File: src/rtl/dcc_pkg.sv
`default_nettype none
package dcc_pkg;

   // Bus and structure widths.
   localparam int ADDR_W = 4;
   localparam int DATA_W = 8;
   localparam int NUM_CMP = 2;
   localparam int NUM_EXT = 8;
   localparam int ROUTE_W = 9;

   // Register offsets; each comparator owns three consecutive addresses.
   localparam logic [3:0] CMP_STRIDE = 4'h3;
   localparam logic [3:0] CTRL_OFS = 4'h0;
   localparam logic [3:0] MODE_OFS = 4'h1;
   localparam logic [3:0] MUX_OFS = 4'h2;

   // Control register fields.
   localparam int EN_BIT = 7;
   localparam int OUT_BIT = 6;
   localparam int RIF_BIT = 5;
   localparam int FIF_BIT = 4;
   localparam int HYP_LSB = 2;
   localparam int HYN_LSB = 0;

   // Mode register fields.
   localparam int LOUT_BIT = 7;
   localparam int RIE_BIT = 5;
   localparam int FIE_BIT = 4;
   localparam int MD_LSB = 0;

   // Input multiplexer register fields.
   localparam int MXN_LSB = 4;
   localparam int MXP_LSB = 0;

   // Reset values.
   localparam logic [7:0] CTRL_RST = 8'h00;
   localparam logic [7:0] MODE_RST = 8'h02;
   localparam logic [7:0] MUX_RST = 8'hff;

   // Selection code of the internal source: regulator on the plus side,
   // ground on the minus side.  Codes above it leave the input open.
   localparam logic [3:0] SEL_INTERNAL = 4'h8;

   // Hysteresis amount, one field per polarity.
   typedef enum logic [1:0] {
      DCC_HYST_OFF  = 2'b00,
      DCC_HYST_5MV  = 2'b01,
      DCC_HYST_10MV = 2'b10,
      DCC_HYST_20MV = 2'b11
   } dcc_hyst_e;

   // Response mode: speed against supply current.
   typedef enum logic [1:0] {
      DCC_RESP_FASTEST = 2'b00,
      DCC_RESP_MODE1   = 2'b01,
      DCC_RESP_MODE2   = 2'b10,
      DCC_RESP_SLOWEST = 2'b11
   } dcc_resp_e;

endpackage
`default_nettype wire

File: src/rtl/dcc_chan_if.sv
`timescale 1ns/10ps
`default_nettype none
interface dcc_chan_if;
   // Settings and strobes from the register file, and the counter overflow.
   logic enable;
   logic rise_ie;
   logic fall_ie;
   logic flag_wr;
   logic rise_wd;
   logic fall_wd;
   logic overflow;
   // State reported by the channel.
   logic sync_out;
   logic rise_flag;
   logic fall_flag;
   logic latched_out;
   logic irq;

   modport regs (output enable, rise_ie, fall_ie, flag_wr, rise_wd,
      fall_wd, overflow, input sync_out, rise_flag, fall_flag,
      latched_out, irq);
   modport chan (input enable, rise_ie, fall_ie, flag_wr, rise_wd,
      fall_wd, overflow, output sync_out, rise_flag, fall_flag,
      latched_out, irq);
endinterface
`default_nettype wire

File: src/rtl/dcc_channel.sv
`timescale 1ns/10ps
`default_nettype none
module dcc_channel (
   // Clock and reset.
   input wire logic clk,
   input wire logic reset,
   // Raw comparator decision from the analog core.
   input wire logic raw_in,
   // Register side.
   dcc_chan_if.chan bus
);

   logic sync1_r;
   logic sync2_r;
   logic out_r;
   logic prev_r;
   logic rise_r;
   logic rise_nxt;
   logic fall_r;
   logic fall_nxt;
   logic lout_r;
   logic lout_nxt;
   logic rise_evt;
   logic fall_evt;

   always_ff @(posedge clk or posedge reset) begin
      if (reset) begin
         sync1_r <= 1'b0;
         sync2_r <= 1'b0;
      end else begin
         sync1_r <= raw_in;
         sync2_r <= sync1_r;
      end
   end

   // Edges are taken from the synchronized, enable-gated value.
   // enabling may flag edges.
   // Turning a comparator on or off can raise a flag on its own, so
   // software clears both flags after any enable or mode change.
   assign rise_evt = out_r & ~prev_r;
   assign fall_evt = ~out_r & prev_r;

   // set wins over a software clear in the same cycle.
   assign rise_nxt = rise_evt | (bus.flag_wr ? bus.rise_wd : rise_r);
   assign fall_nxt = fall_evt | (bus.flag_wr ? bus.fall_wd : fall_r);

   assign lout_nxt = bus.overflow ? out_r : lout_r;

   // Output, history, flags and overflow sample.
   always_ff @(posedge clk or posedge reset) begin
      if (reset) begin
         out_r <= 1'b0;
         prev_r <= 1'b0;
         rise_r <= 1'b0;
         fall_r <= 1'b0;
         lout_r <= 1'b0;
      end else begin
         out_r <= sync2_r & bus.enable;
         prev_r <= out_r;
         rise_r <= rise_nxt;
         fall_r <= fall_nxt;
         lout_r <= lout_nxt;
      end
   end

   assign bus.sync_out = out_r;
   assign bus.rise_flag = rise_r;
   assign bus.fall_flag = fall_r;
   assign bus.latched_out = lout_r;
   assign bus.irq = (rise_r & bus.rise_ie) | (fall_r & bus.fall_ie);

endmodule
`default_nettype wire

File: src/rtl/dcc_top.sv
// Design decisions made here: the plain strobed port and the register addresses.
`timescale 1ns/10ps
`default_nettype none
module dcc_top #(
   parameter int NUM_CMP = dcc_pkg::NUM_CMP
) (
   // Clock and asynchronous reset.
   input wire logic clk,
   input wire logic reset,

   // Register port.
   input wire logic [dcc_pkg::ADDR_W-1:0] reg_addr,
   input wire logic [dcc_pkg::DATA_W-1:0] reg_wdata,
   input wire logic reg_wr,
   input wire logic reg_rd,
   output logic [dcc_pkg::DATA_W-1:0] reg_rdata,

   // Analog comparator cores.
   input wire logic [NUM_CMP-1:0] cmp_raw_in,
   output logic [NUM_CMP-1:0] cmp_power_en,
   output logic [NUM_CMP-1:0][dcc_pkg::ROUTE_W-1:0] pos_route,
   output logic [NUM_CMP-1:0][dcc_pkg::ROUTE_W-1:0] neg_route,
   output logic [NUM_CMP-1:0][1:0] pos_hysteresis_sel,
   output logic [NUM_CMP-1:0][1:0] neg_hysteresis_sel,
   output logic [NUM_CMP-1:0][1:0] response_mode_sel,

   // Port routing fabric.
   output logic [NUM_CMP-1:0] raw_async_output,
   output logic [NUM_CMP-1:0] sync_latched_output,

   // Counter array.
   input wire logic counter_overflow,
   output logic counter_shutdown,

   // System reset and interrupt.
   output logic reset_source,
   output logic [NUM_CMP-1:0] cmp_irq
);

   // Settings held per comparator.
   logic [NUM_CMP-1:0] enable_r;
   logic [NUM_CMP-1:0] rise_ie_r;
   logic [NUM_CMP-1:0] fall_ie_r;
   logic [NUM_CMP-1:0][1:0] hyp_r;
   logic [NUM_CMP-1:0][1:0] hyn_r;
   logic [NUM_CMP-1:0][1:0] mode_r;
   logic [NUM_CMP-1:0][3:0] pos_sel_r;
   logic [NUM_CMP-1:0][3:0] neg_sel_r;

   // Decoded accesses per comparator.
   logic [NUM_CMP-1:0] ctrl_hit;
   logic [NUM_CMP-1:0] mode_hit;
   logic [NUM_CMP-1:0] mux_hit;
   logic [NUM_CMP-1:0] ctrl_wr;
   logic [NUM_CMP-1:0] mode_wr;
   logic [NUM_CMP-1:0] mux_wr;

   // Read words per comparator.
   logic [NUM_CMP-1:0][dcc_pkg::DATA_W-1:0] ctrl_word;
   logic [NUM_CMP-1:0][dcc_pkg::DATA_W-1:0] mode_word;
   logic [NUM_CMP-1:0][dcc_pkg::DATA_W-1:0] mux_word;

   // Channel state seen by the register file.
   logic [NUM_CMP-1:0] sync_out;
   logic [NUM_CMP-1:0] rise_flag;
   logic [NUM_CMP-1:0] fall_flag;
   logic [NUM_CMP-1:0] latched_out;
   logic [NUM_CMP-1:0] chan_irq;

   // Read path.
   logic [dcc_pkg::DATA_W-1:0] rd_mux;
   logic [dcc_pkg::DATA_W-1:0] rdata_r;
   logic [dcc_pkg::DATA_W-1:0] rdata_nxt;

   genvar gi;
   generate
      for (gi = 0; gi < NUM_CMP; gi++) begin : g_cmp
         localparam logic [3:0] BASE = 4'(gi) * dcc_pkg::CMP_STRIDE;

         dcc_chan_if ch_if ();

         // Address decode for this comparator's three registers.
         assign ctrl_hit[gi] = (reg_addr == BASE + dcc_pkg::CTRL_OFS);
         assign mode_hit[gi] = (reg_addr == BASE + dcc_pkg::MODE_OFS);
         assign mux_hit[gi] = (reg_addr == BASE + dcc_pkg::MUX_OFS);
         assign ctrl_wr[gi] = reg_wr & ctrl_hit[gi];
         assign mode_wr[gi] = reg_wr & mode_hit[gi];
         assign mux_wr[gi] = reg_wr & mux_hit[gi];

         // enable and the rest of the control settings.
         always_ff @(posedge clk or posedge reset) begin
            if (reset) begin
               enable_r[gi] <= dcc_pkg::CTRL_RST[dcc_pkg::EN_BIT];
               hyp_r[gi] <= dcc_pkg::CTRL_RST[dcc_pkg::HYP_LSB +: 2];
               hyn_r[gi] <= dcc_pkg::CTRL_RST[dcc_pkg::HYN_LSB +: 2];
            end else if (ctrl_wr[gi]) begin
               enable_r[gi] <= reg_wdata[dcc_pkg::EN_BIT];
               hyp_r[gi] <= reg_wdata[dcc_pkg::HYP_LSB +: 2];
               hyn_r[gi] <= reg_wdata[dcc_pkg::HYN_LSB +: 2];
            end
         end

         // interrupt enables and the response-time setting.
         always_ff @(posedge clk or posedge reset) begin
            if (reset) begin
               rise_ie_r[gi] <= dcc_pkg::MODE_RST[dcc_pkg::RIE_BIT];
               fall_ie_r[gi] <= dcc_pkg::MODE_RST[dcc_pkg::FIE_BIT];
               mode_r[gi] <= dcc_pkg::MODE_RST[dcc_pkg::MD_LSB +: 2];
            end else if (mode_wr[gi]) begin
               rise_ie_r[gi] <= reg_wdata[dcc_pkg::RIE_BIT];
               fall_ie_r[gi] <= reg_wdata[dcc_pkg::FIE_BIT];
               mode_r[gi] <= reg_wdata[dcc_pkg::MD_LSB +: 2];
            end
         end

         // Input multiplexer selections, both open after reset.
         always_ff @(posedge clk or posedge reset) begin
            if (reset) begin
               pos_sel_r[gi] <= dcc_pkg::MUX_RST[dcc_pkg::MXP_LSB +: 4];
               neg_sel_r[gi] <= dcc_pkg::MUX_RST[dcc_pkg::MXN_LSB +: 4];
            end else if (mux_wr[gi]) begin
               pos_sel_r[gi] <= reg_wdata[dcc_pkg::MXP_LSB +: 4];
               neg_sel_r[gi] <= reg_wdata[dcc_pkg::MXN_LSB +: 4];
            end
         end

         // Strobes and settings for the channel; a control write carries
         // the flag values, so writing 0 clears and writing 1 sets.
         // software clear path.
         assign ch_if.enable = enable_r[gi];
         assign ch_if.rise_ie = rise_ie_r[gi];
         assign ch_if.fall_ie = fall_ie_r[gi];
         assign ch_if.flag_wr = ctrl_wr[gi];
         assign ch_if.rise_wd = reg_wdata[dcc_pkg::RIF_BIT];
         assign ch_if.fall_wd = reg_wdata[dcc_pkg::FIF_BIT];
         assign ch_if.overflow = counter_overflow;
         assign sync_out[gi] = ch_if.sync_out;
         assign rise_flag[gi] = ch_if.rise_flag;
         assign fall_flag[gi] = ch_if.fall_flag;
         assign latched_out[gi] = ch_if.latched_out;
         assign chan_irq[gi] = ch_if.irq;

         // synchronizer, edge flags and overflow sample per channel.
         dcc_channel u_chan (
            .clk(clk),
            .reset(reset),
            .raw_in(cmp_raw_in[gi]),
            .bus(ch_if.chan)
         );

         // plus input: one-hot pin channels, then the regulator bit.
         assign pos_route[gi] = (pos_sel_r[gi] <= dcc_pkg::SEL_INTERNAL) ?
            (9'h001 << pos_sel_r[gi]) : 9'h000;
         // minus input: one-hot pin channels, then the ground bit.
         assign neg_route[gi] = (neg_sel_r[gi] <= dcc_pkg::SEL_INTERNAL) ?
            (9'h001 << neg_sel_r[gi]) : 9'h000;

         // hysteresis codes pass straight to the core.
         assign pos_hysteresis_sel[gi] = hyp_r[gi];
         assign neg_hysteresis_sel[gi] = hyn_r[gi];
         // response code passes straight to the core.
         assign response_mode_sel[gi] = mode_r[gi];
         // core power follows the enable bit.
         assign cmp_power_en[gi] = enable_r[gi];

         // raw output is plain gating, so it works with no clock.
         assign raw_async_output[gi] = cmp_raw_in[gi] & enable_r[gi];
         // both output kinds go to the routing fabric.
         assign sync_latched_output[gi] = sync_out[gi];
         assign cmp_irq[gi] = chan_irq[gi];

         // control word carries the live output state.
         assign ctrl_word[gi] = {enable_r[gi], sync_out[gi], rise_flag[gi],
            fall_flag[gi], hyp_r[gi], hyn_r[gi]};
         // Mode word; unused bits read as zero.
         assign mode_word[gi] = {latched_out[gi], 1'b0, rise_ie_r[gi],
            fall_ie_r[gi], 2'b00, mode_r[gi]};
         assign mux_word[gi] = {neg_sel_r[gi], pos_sel_r[gi]};
      end
   endgenerate

   // the first comparator also feeds reset and counter shutdown.
   // The reset path uses the raw output so it still acts in stop mode.
   assign reset_source = raw_async_output[0];
   assign counter_shutdown = sync_latched_output[0];

   // Read selection; an unmapped address returns zero.
   always_comb begin
      rd_mux = '0;
      for (int i = 0; i < NUM_CMP; i++) begin
         if (ctrl_hit[i]) begin
            rd_mux = rd_mux | ctrl_word[i];
         end
         if (mode_hit[i]) begin
            rd_mux = rd_mux | mode_word[i];
         end
         if (mux_hit[i]) begin
            rd_mux = rd_mux | mux_word[i];
         end
      end
   end

   // Data stand only in the cycle after the read strobe.
   assign rdata_nxt = reg_rd ? rd_mux : '0;

   // Read data register; reads have no side effects.
   always_ff @(posedge clk or posedge reset) begin
      if (reset) begin
         rdata_r <= '0;
      end else begin
         rdata_r <= rdata_nxt;
      end
   end

   assign reg_rdata = rdata_r;

endmodule
`default_nettype wire

File: config.mk
export PLATFORM = sky130hd
export DESIGN_NAME = dcc_top
export DESIGN_NICKNAME = d
export VERILOG_FILES = /design/src/rtl/dcc_pkg.sv /design/src/rtl/dcc_chan_if.sv /design/src/rtl/dcc_channel.sv /design/src/rtl/dcc_top.sv
export SDC_FILE = /design/constraint.sdc
export NUM_CORES = 1
export LEC_CHECK = 0
export BUFFER_PORTS_ARGS = -buffer_cell sky130_fd_sc_hd__buf_2
export CAP_MARGIN = 20
export CELL_PAD_IN_SITES_DETAIL_PLACEMENT = 0
export CELL_PAD_IN_SITES_GLOBAL_PLACEMENT = 1
export CORE_MARGIN = 2
export CORE_UTILIZATION = 35
export DETAILED_ROUTE_END_ITERATION = 10
export MAX_ROUTING_LAYER = met4
export PLACE_DENSITY_LB_ADDON = 0.1
export SYNTH_ARGS = -nofsm -noshare
export SYNTH_HDL_FRONTEND = slang
export SYNTH_HIERARCHICAL = 1
export SYNTH_SLANG_ARGS = --single-unit
File: constraint.sdc
create_clock -name clk -period 2.6 [get_ports clk]
set_input_delay 0.26 -clock clk [delete_from_list [all_inputs] [get_ports clk]]
set_output_delay 0.26 -clock clk [all_outputs]
set_load 0.01 [all_outputs]
==> impl_metrics.ini, run 1 <==
[outcome]
status = finished, final reports clean

[synthesis]
seq_area_frac_synth_pct = 51.89
ys_seq_elements = 56
syn_avg_cell_area_um2 = 11.93
syn_area_um2 = 2744
ys.flop_type = dfrtp_1
yosysMostFrequentCell = dfrtp_1
syn_inst = 230
async_flop_share_pct = 100.0
syn-num-nets = 249
synth_edf_count = 0
synth_area_leaders = dfrtp_1, dfstp_2, mux2_2, mux2i_1, mux2_1
yosysTopAreaCell = dfrtp_1
yosys_warnings = 6
yosys.cell_types.count = 30
synth_top_cell_area_share_pct = 34.66
synth_commonest_cells = dfrtp_1, mux2_2, dfstp_2, nor3_1, mux2i_1

[clock_tree]
cts-root-buf = clkbuf_8
cts.sinks = 56
cts_buffers = 5
cts.path.max_buffers = 2
clk_pin_slew_worst_paths_ns = 0.09
htree_levels = 2
cts_tree = built
insertion_delay_ns = 0.31
cts_setup_buffers = 0

[place]
hpwl_mm = 4.898
port_buffers = 84
gp_congestion = 0.7421

[power_and_ir_drop]
power.internal_mw = 1.748
p_per_area_nw_per_um2 = 759.4
pwr-share-clk_pct = 24.3
peakVddDrop_uv = 278.7
p_sw_share_pct = 31.09
p_leak_nw = 1.610
combPwrFrac_pct = 25.2
seq_power_share_pct = 50.5
p_switching_uw = 788.7

[setup_path]
timing.critical_path.max_delay_family = flip-flops
worst-endpoint-required_ns = 2.34
crit_chain = nor4b_1, buf_2
start_kind = flop
timing.critical_path.buf_inv = 1
reg2reg_from = mux_word[1]
critPathMaxFanout = 8
critPathLaunch = mux_word[3]
arrival_ns = 1.36
critical_path_class = reg2out
critPathMaxStageDelay_ns = 0.60
endpoint_kind = output port
slowest_stage = dfstp_2

[routing]
dr_total_vias = 1982
drt-initial-drc-count = 96
wl_per_cell_um = 15.72
routed_wl_mm = 6.493
drc = 0
viasPerCell = 4.799
ant_nets = 0
drt_first_pass_iters = 4

[grt]
grt_max_degree = 43
grt_usage_pct = 16.20
antenna_found_initial = 0
grt_pass1_vias = 1964
grt_overflow = 0
grt_pass1_wl_mm = 10.48

[timing]
rsz0062_at_grt = no
relSlewSlack_pct = 63.99
fin_crit_sh_pct = 62.45
clock.fmax_mhz = 615.9
tightest_slew_ns = 0.5402
finalCriticalPeriod_ns = 1.624
clock_skew_ns = 0.008543
whs_ns = 0.06469
slew_violations = 0
finalSetupTns_ns = 0
hold_viol_final = 0
setup_violations = 0

[finish]
n_antenna_cell = 0
area_growth_pct = 21.75
nets = 329
drive_above_1_share_pct = 47.27

[hold_path]
hold_start = cmp_raw_in[1]
hold_path.class = in2reg

[floorplan]
rows = 32
ioPinCount = 85
die_w_um = 92.54
die_h_um = 92.54
die_area_um2 = 8564
core-area_um2 = 7647
initial_utilization_pct = 35.88

[run]
max_cap_viol_count = 0
layout make-up:
type	count	area, µm²
clock inverter	1	30.03
sequential	56	1424
inverter	7	26.28
tap	102	127.6
fill	741	4307
timing repair buffer	87	445.4
multi-input combinational	153	1191
clock buffer	7	96.34
metrics by stage:
stage	std cells	total power [mW]	utilization [%]	setup slack (ns)	instance area [µm²]
after floorplan	230	1.692	-	1.224	2744
after global placement	404	1.942	41.90	0.9073	3204
after detailed placement	404	1.947	41.90	0.9066	3204
after CTS	413	2.562	43.68	0.9824	3341
after global routing	413	2.697	43.68	0.8471	3341
final	413	2.537	43.68	0.9762	3341
cell usage in the layout, fill, tap and decap left out, drive strengths merged:
master / count
nor2: 14
mux2i: 15
a221o: 2
dfrtp: 38
nand3: 2
clkbuf: 7
o221ai: 5
buf: 86
nor3b: 1
nor2b: 5
dlygate4sd3: 1
o22ai: 3
o21ai: 2
a22oi: 3
nor4: 4
nor4b: 5
and3b: 1
dfstp: 18
nor3: 16
and2: 5
inv: 7
mux2: 41
nand2: 12
a22o: 2
and3: 1
nand2b: 13
bufinv: 1
nand3b: 1
flip-flops by register name, summed over array words and instances (netlist names), 4 cells and up:
| name | flops |
|---|---|
| mux_word | 16 |
| reg_rdata | 8 |
| neg_hysteresis_sel | 4 |
| pos_hysteresis_sel | 4 |
| response_mode_sel | 4 |
layer usage:
layer	track usage (%)	up-vias	wire (µm)	share of wire (%)
met2	25.30	48	2989	46
met1	22.18	951	3155	49
li1	-	977	-	-
met5	-	-	0	0
met3	2.604	6	268	4.1
met4	4.104	0	80	1.2
repair_timing:
action	in CTS	in global routing
resized for setup	0	0
hold buffers	1	0
endpoints found under the hold margin	14	0
power by group through the flow:
stage                     sequential [mW]  combinational, mW  clock [mW]
after global routing                 1.31              0.710       0.672
after global placement               1.30              0.643           0
after floorplan                      1.25              0.442           0
final                                1.28              0.641       0.616
after detailed placement             1.30              0.647           0
after CTS                            1.28              0.650       0.628
worst reg2reg max path, delay by kind of cell, from the launching register on:
family	cells	cell delay [ns]
AOI/OAI and AO/OA	1	0.23
DFF	1	0.61
muxes	1	0.12
final timing paths:
path                       cells after the start  slack, ns                       to
max                                            2       0.98             pos_route[8]
min                                            1       0.06  g_cmp[1].u_chan/sync1_r
max reg2reg                                    2       1.55             reg_rdata[1]
min reg2reg                                    0       0.35  g_cmp[0].u_chan/sync2_r
max in group asynchronous                      4       1.57             mux_word[14]
min in group asynchronous                      3       0.44  g_cmp[0].u_chan/sync2_r
logic make-up after synthesis:
family                 after synthesis  synth area share [%]
buffers and inverters               21                 4.697
AO/OA/AOI/OAI                       17                 4.834
multiplexers                        56                 22.30
flip-flops                          56                 51.89
AND/OR/NAND/NOR                     80                 16.28
Power figures use the tool's default switching activity.
==> run 2, diff against run 1 <==
==> constraint.sdc (replaced) <==
create_clock -name clk -period 1.4 [get_ports clk]
set_input_delay 0.14 -clock clk [delete_from_list [all_inputs] [get_ports clk]]
set_output_delay 0.14 -clock clk [all_outputs]
set_load 0.01 [all_outputs]
==> impl_metrics.ini, run 2 (same netlist as run 1, synthesis figures left out) <==
[power_and_ir_drop]
power.internal_mw = 3.404
p_sw_share_pct = 31.62
seq_power_share_pct = 46.7
combPwrFrac_pct = 32.7
peakVddDrop_uv = 496.5
p_switching_mw = 1.574
p_leak_nw = 1.811
p_per_area_nw_per_um2 = 1342
pwr-share-clk_pct = 20.6

[timing]
tightest_slew_ns = 0.3373
slew_violations = 0
hold_viol_final = 0
relSlewSlack_pct = 77.44
clock_skew_ns = 0.01002
setup_ws_ns = -0.03249
finalSetupTns_ns = -0.1327
finalCriticalPeriod_ns = 1.432
clock.fmax_mhz = 698.1
whs_ns = 0.1124
setup_violations = 9
fin_crit_sh_pct = 102.3
rsz0062_at_grt = yes

[clock_tree]
cts_buffers = 5
cts.sinks = 56
clk_pin_slew_worst_paths_ns = 0.09
cts.path.max_buffers = 2
htree_levels = 2
insertion_delay_ns = 0.30
cts_tree = built
cts-root-buf = clkbuf_8

[place]
place_ws_ns = 0.07979
hpwl_mm = 5.098
gp_congestion = 0.8343
place_area_um2 = 3297
port_buffers = 84

[grt]
grt_pass1_wl_mm = 11.05
grt_overflow = 0
grt_pass1_vias = 2101
antenna_found_initial = 0
grt_max_degree = 43
grt_usage_pct = 17.02

[routing]
drc = 0
ant_nets = 0
routed_wl_mm = 6.955
drt-initial-drc-count = 100
drt_first_pass_iters = 4
viasPerCell = 4.825
wl_per_cell_um = 15.59
dr_total_vias = 2152

[outcome]
status = finished, violations left
violations = setup timing

[finish]
final_area_um2 = 3710
largest_register_ffs = 16
final_core_util_pct = 48.51
final_common_cell = buf_2
mostFrequentLayoutCells = buf_2, dfrtp_1, mux2_2
drive_above_1_share_pct = 56.98
area_growth_pct = 35.20
n_antenna_cell = 0
nets = 362

[run]
max_cap_viol_count = 0

[setup_path]
start_kind = flop
critPathMaxStageDelay_ns = 0.40
crit_chain = buf_4, nor4_1, buf_2
endpoint_kind = output port
critical_path_class = reg2out
worst-endpoint-required_ns = 1.26
critPathMaxFanout = 7
arrival_ns = 1.29
slowest_stage = dfstp_2

[floorplan]
die_area_um2 = 8564
rows = 32
ioPinCount = 85
die_h_um = 92.54
die_w_um = 92.54
core-area_um2 = 7647
initial_utilization_pct = 35.88

[hold_path]
hold_path.class = in2reg
run 2: final cells by class:
class | instances | area, µm²
fillers | 732 | 3938
flip-flops and latches | 56 | 1424
multi-input cells | 153 | 1303
repair buffers | 120 | 723.2
well taps | 102 | 127.6
clock buffers | 7 | 76.32
clock inverters | 1 | 30.03
inverters | 7 | 26.28
run 2: per-layer routing:
layer	global-route usage (%)	wire [µm]	vias up
met1	23.99	3293	1050
li1	-	-	1043
met4	4.104	51	0
met3	2.116	302	5
met2	26.40	3308	54
met5	-	0	-
run 2: final timing paths:
| check | slack [ns] | endpoint | from | cells after the start |
|---|---|---|---|---|
| min | 0.11 | mux_word[14] | reg_wdata[6] | 2 |
| min reg2reg | 0.36 | g_cmp[1].u_chan/sync2_r | g_cmp[1].u_chan/sync1_r | 0 |
| max in group asynchronous | 0.66 | response_mode_sel[3] | reset | 4 |
| min in group asynchronous | 0.32 | g_cmp[1].u_chan/bus.sync_out | reset | 3 |
| max reg2reg | 0.23 | reg_rdata[4] | mux_word[4] | 3 |
| max | -0.03 | neg_route[9] | mux_word[12] | 3 |
run 2: power groups by stage:
stage          registers [mW]  clock network [mW]  logic, mW
2_1_floorplan            2.32                   0      0.821
3_3_place_gp             2.41                   0       1.21
3_5_place_dp             2.41                   0       1.22
4_1_cts                  2.31                1.06       1.56
5_1_grt                  2.38                1.13       1.79
6_report                 2.32                1.03       1.63
run 2: worst max-delay path: cells and delay by family, from the launching register on:
kind          cells  cell delay, ns
simple gates      1            0.26
buf+inv           2            0.34
flops             1            0.40
run 2: per-stage QoR:
stage | power, mW | instances
2_1_floorplan | 3.141 | 230
3_3_place_gp | 3.620 | 413
3_5_place_dp | 3.635 | 413
4_1_cts | 4.930 | 444
5_1_grt | 5.293 | 446
6_report | 4.978 | 446
run 2: repair_timing:
action | 4_1_cts | 5_1_grt
pin swaps | 1 | 1
endpoints found under the hold margin | 40 | 0
endpoints found under the setup margin | 32 | 34
buffers inserted | 20 | 2
resized for setup | 7 | 13
hold buffers | 3 | 0
gates cloned | 0 | 0
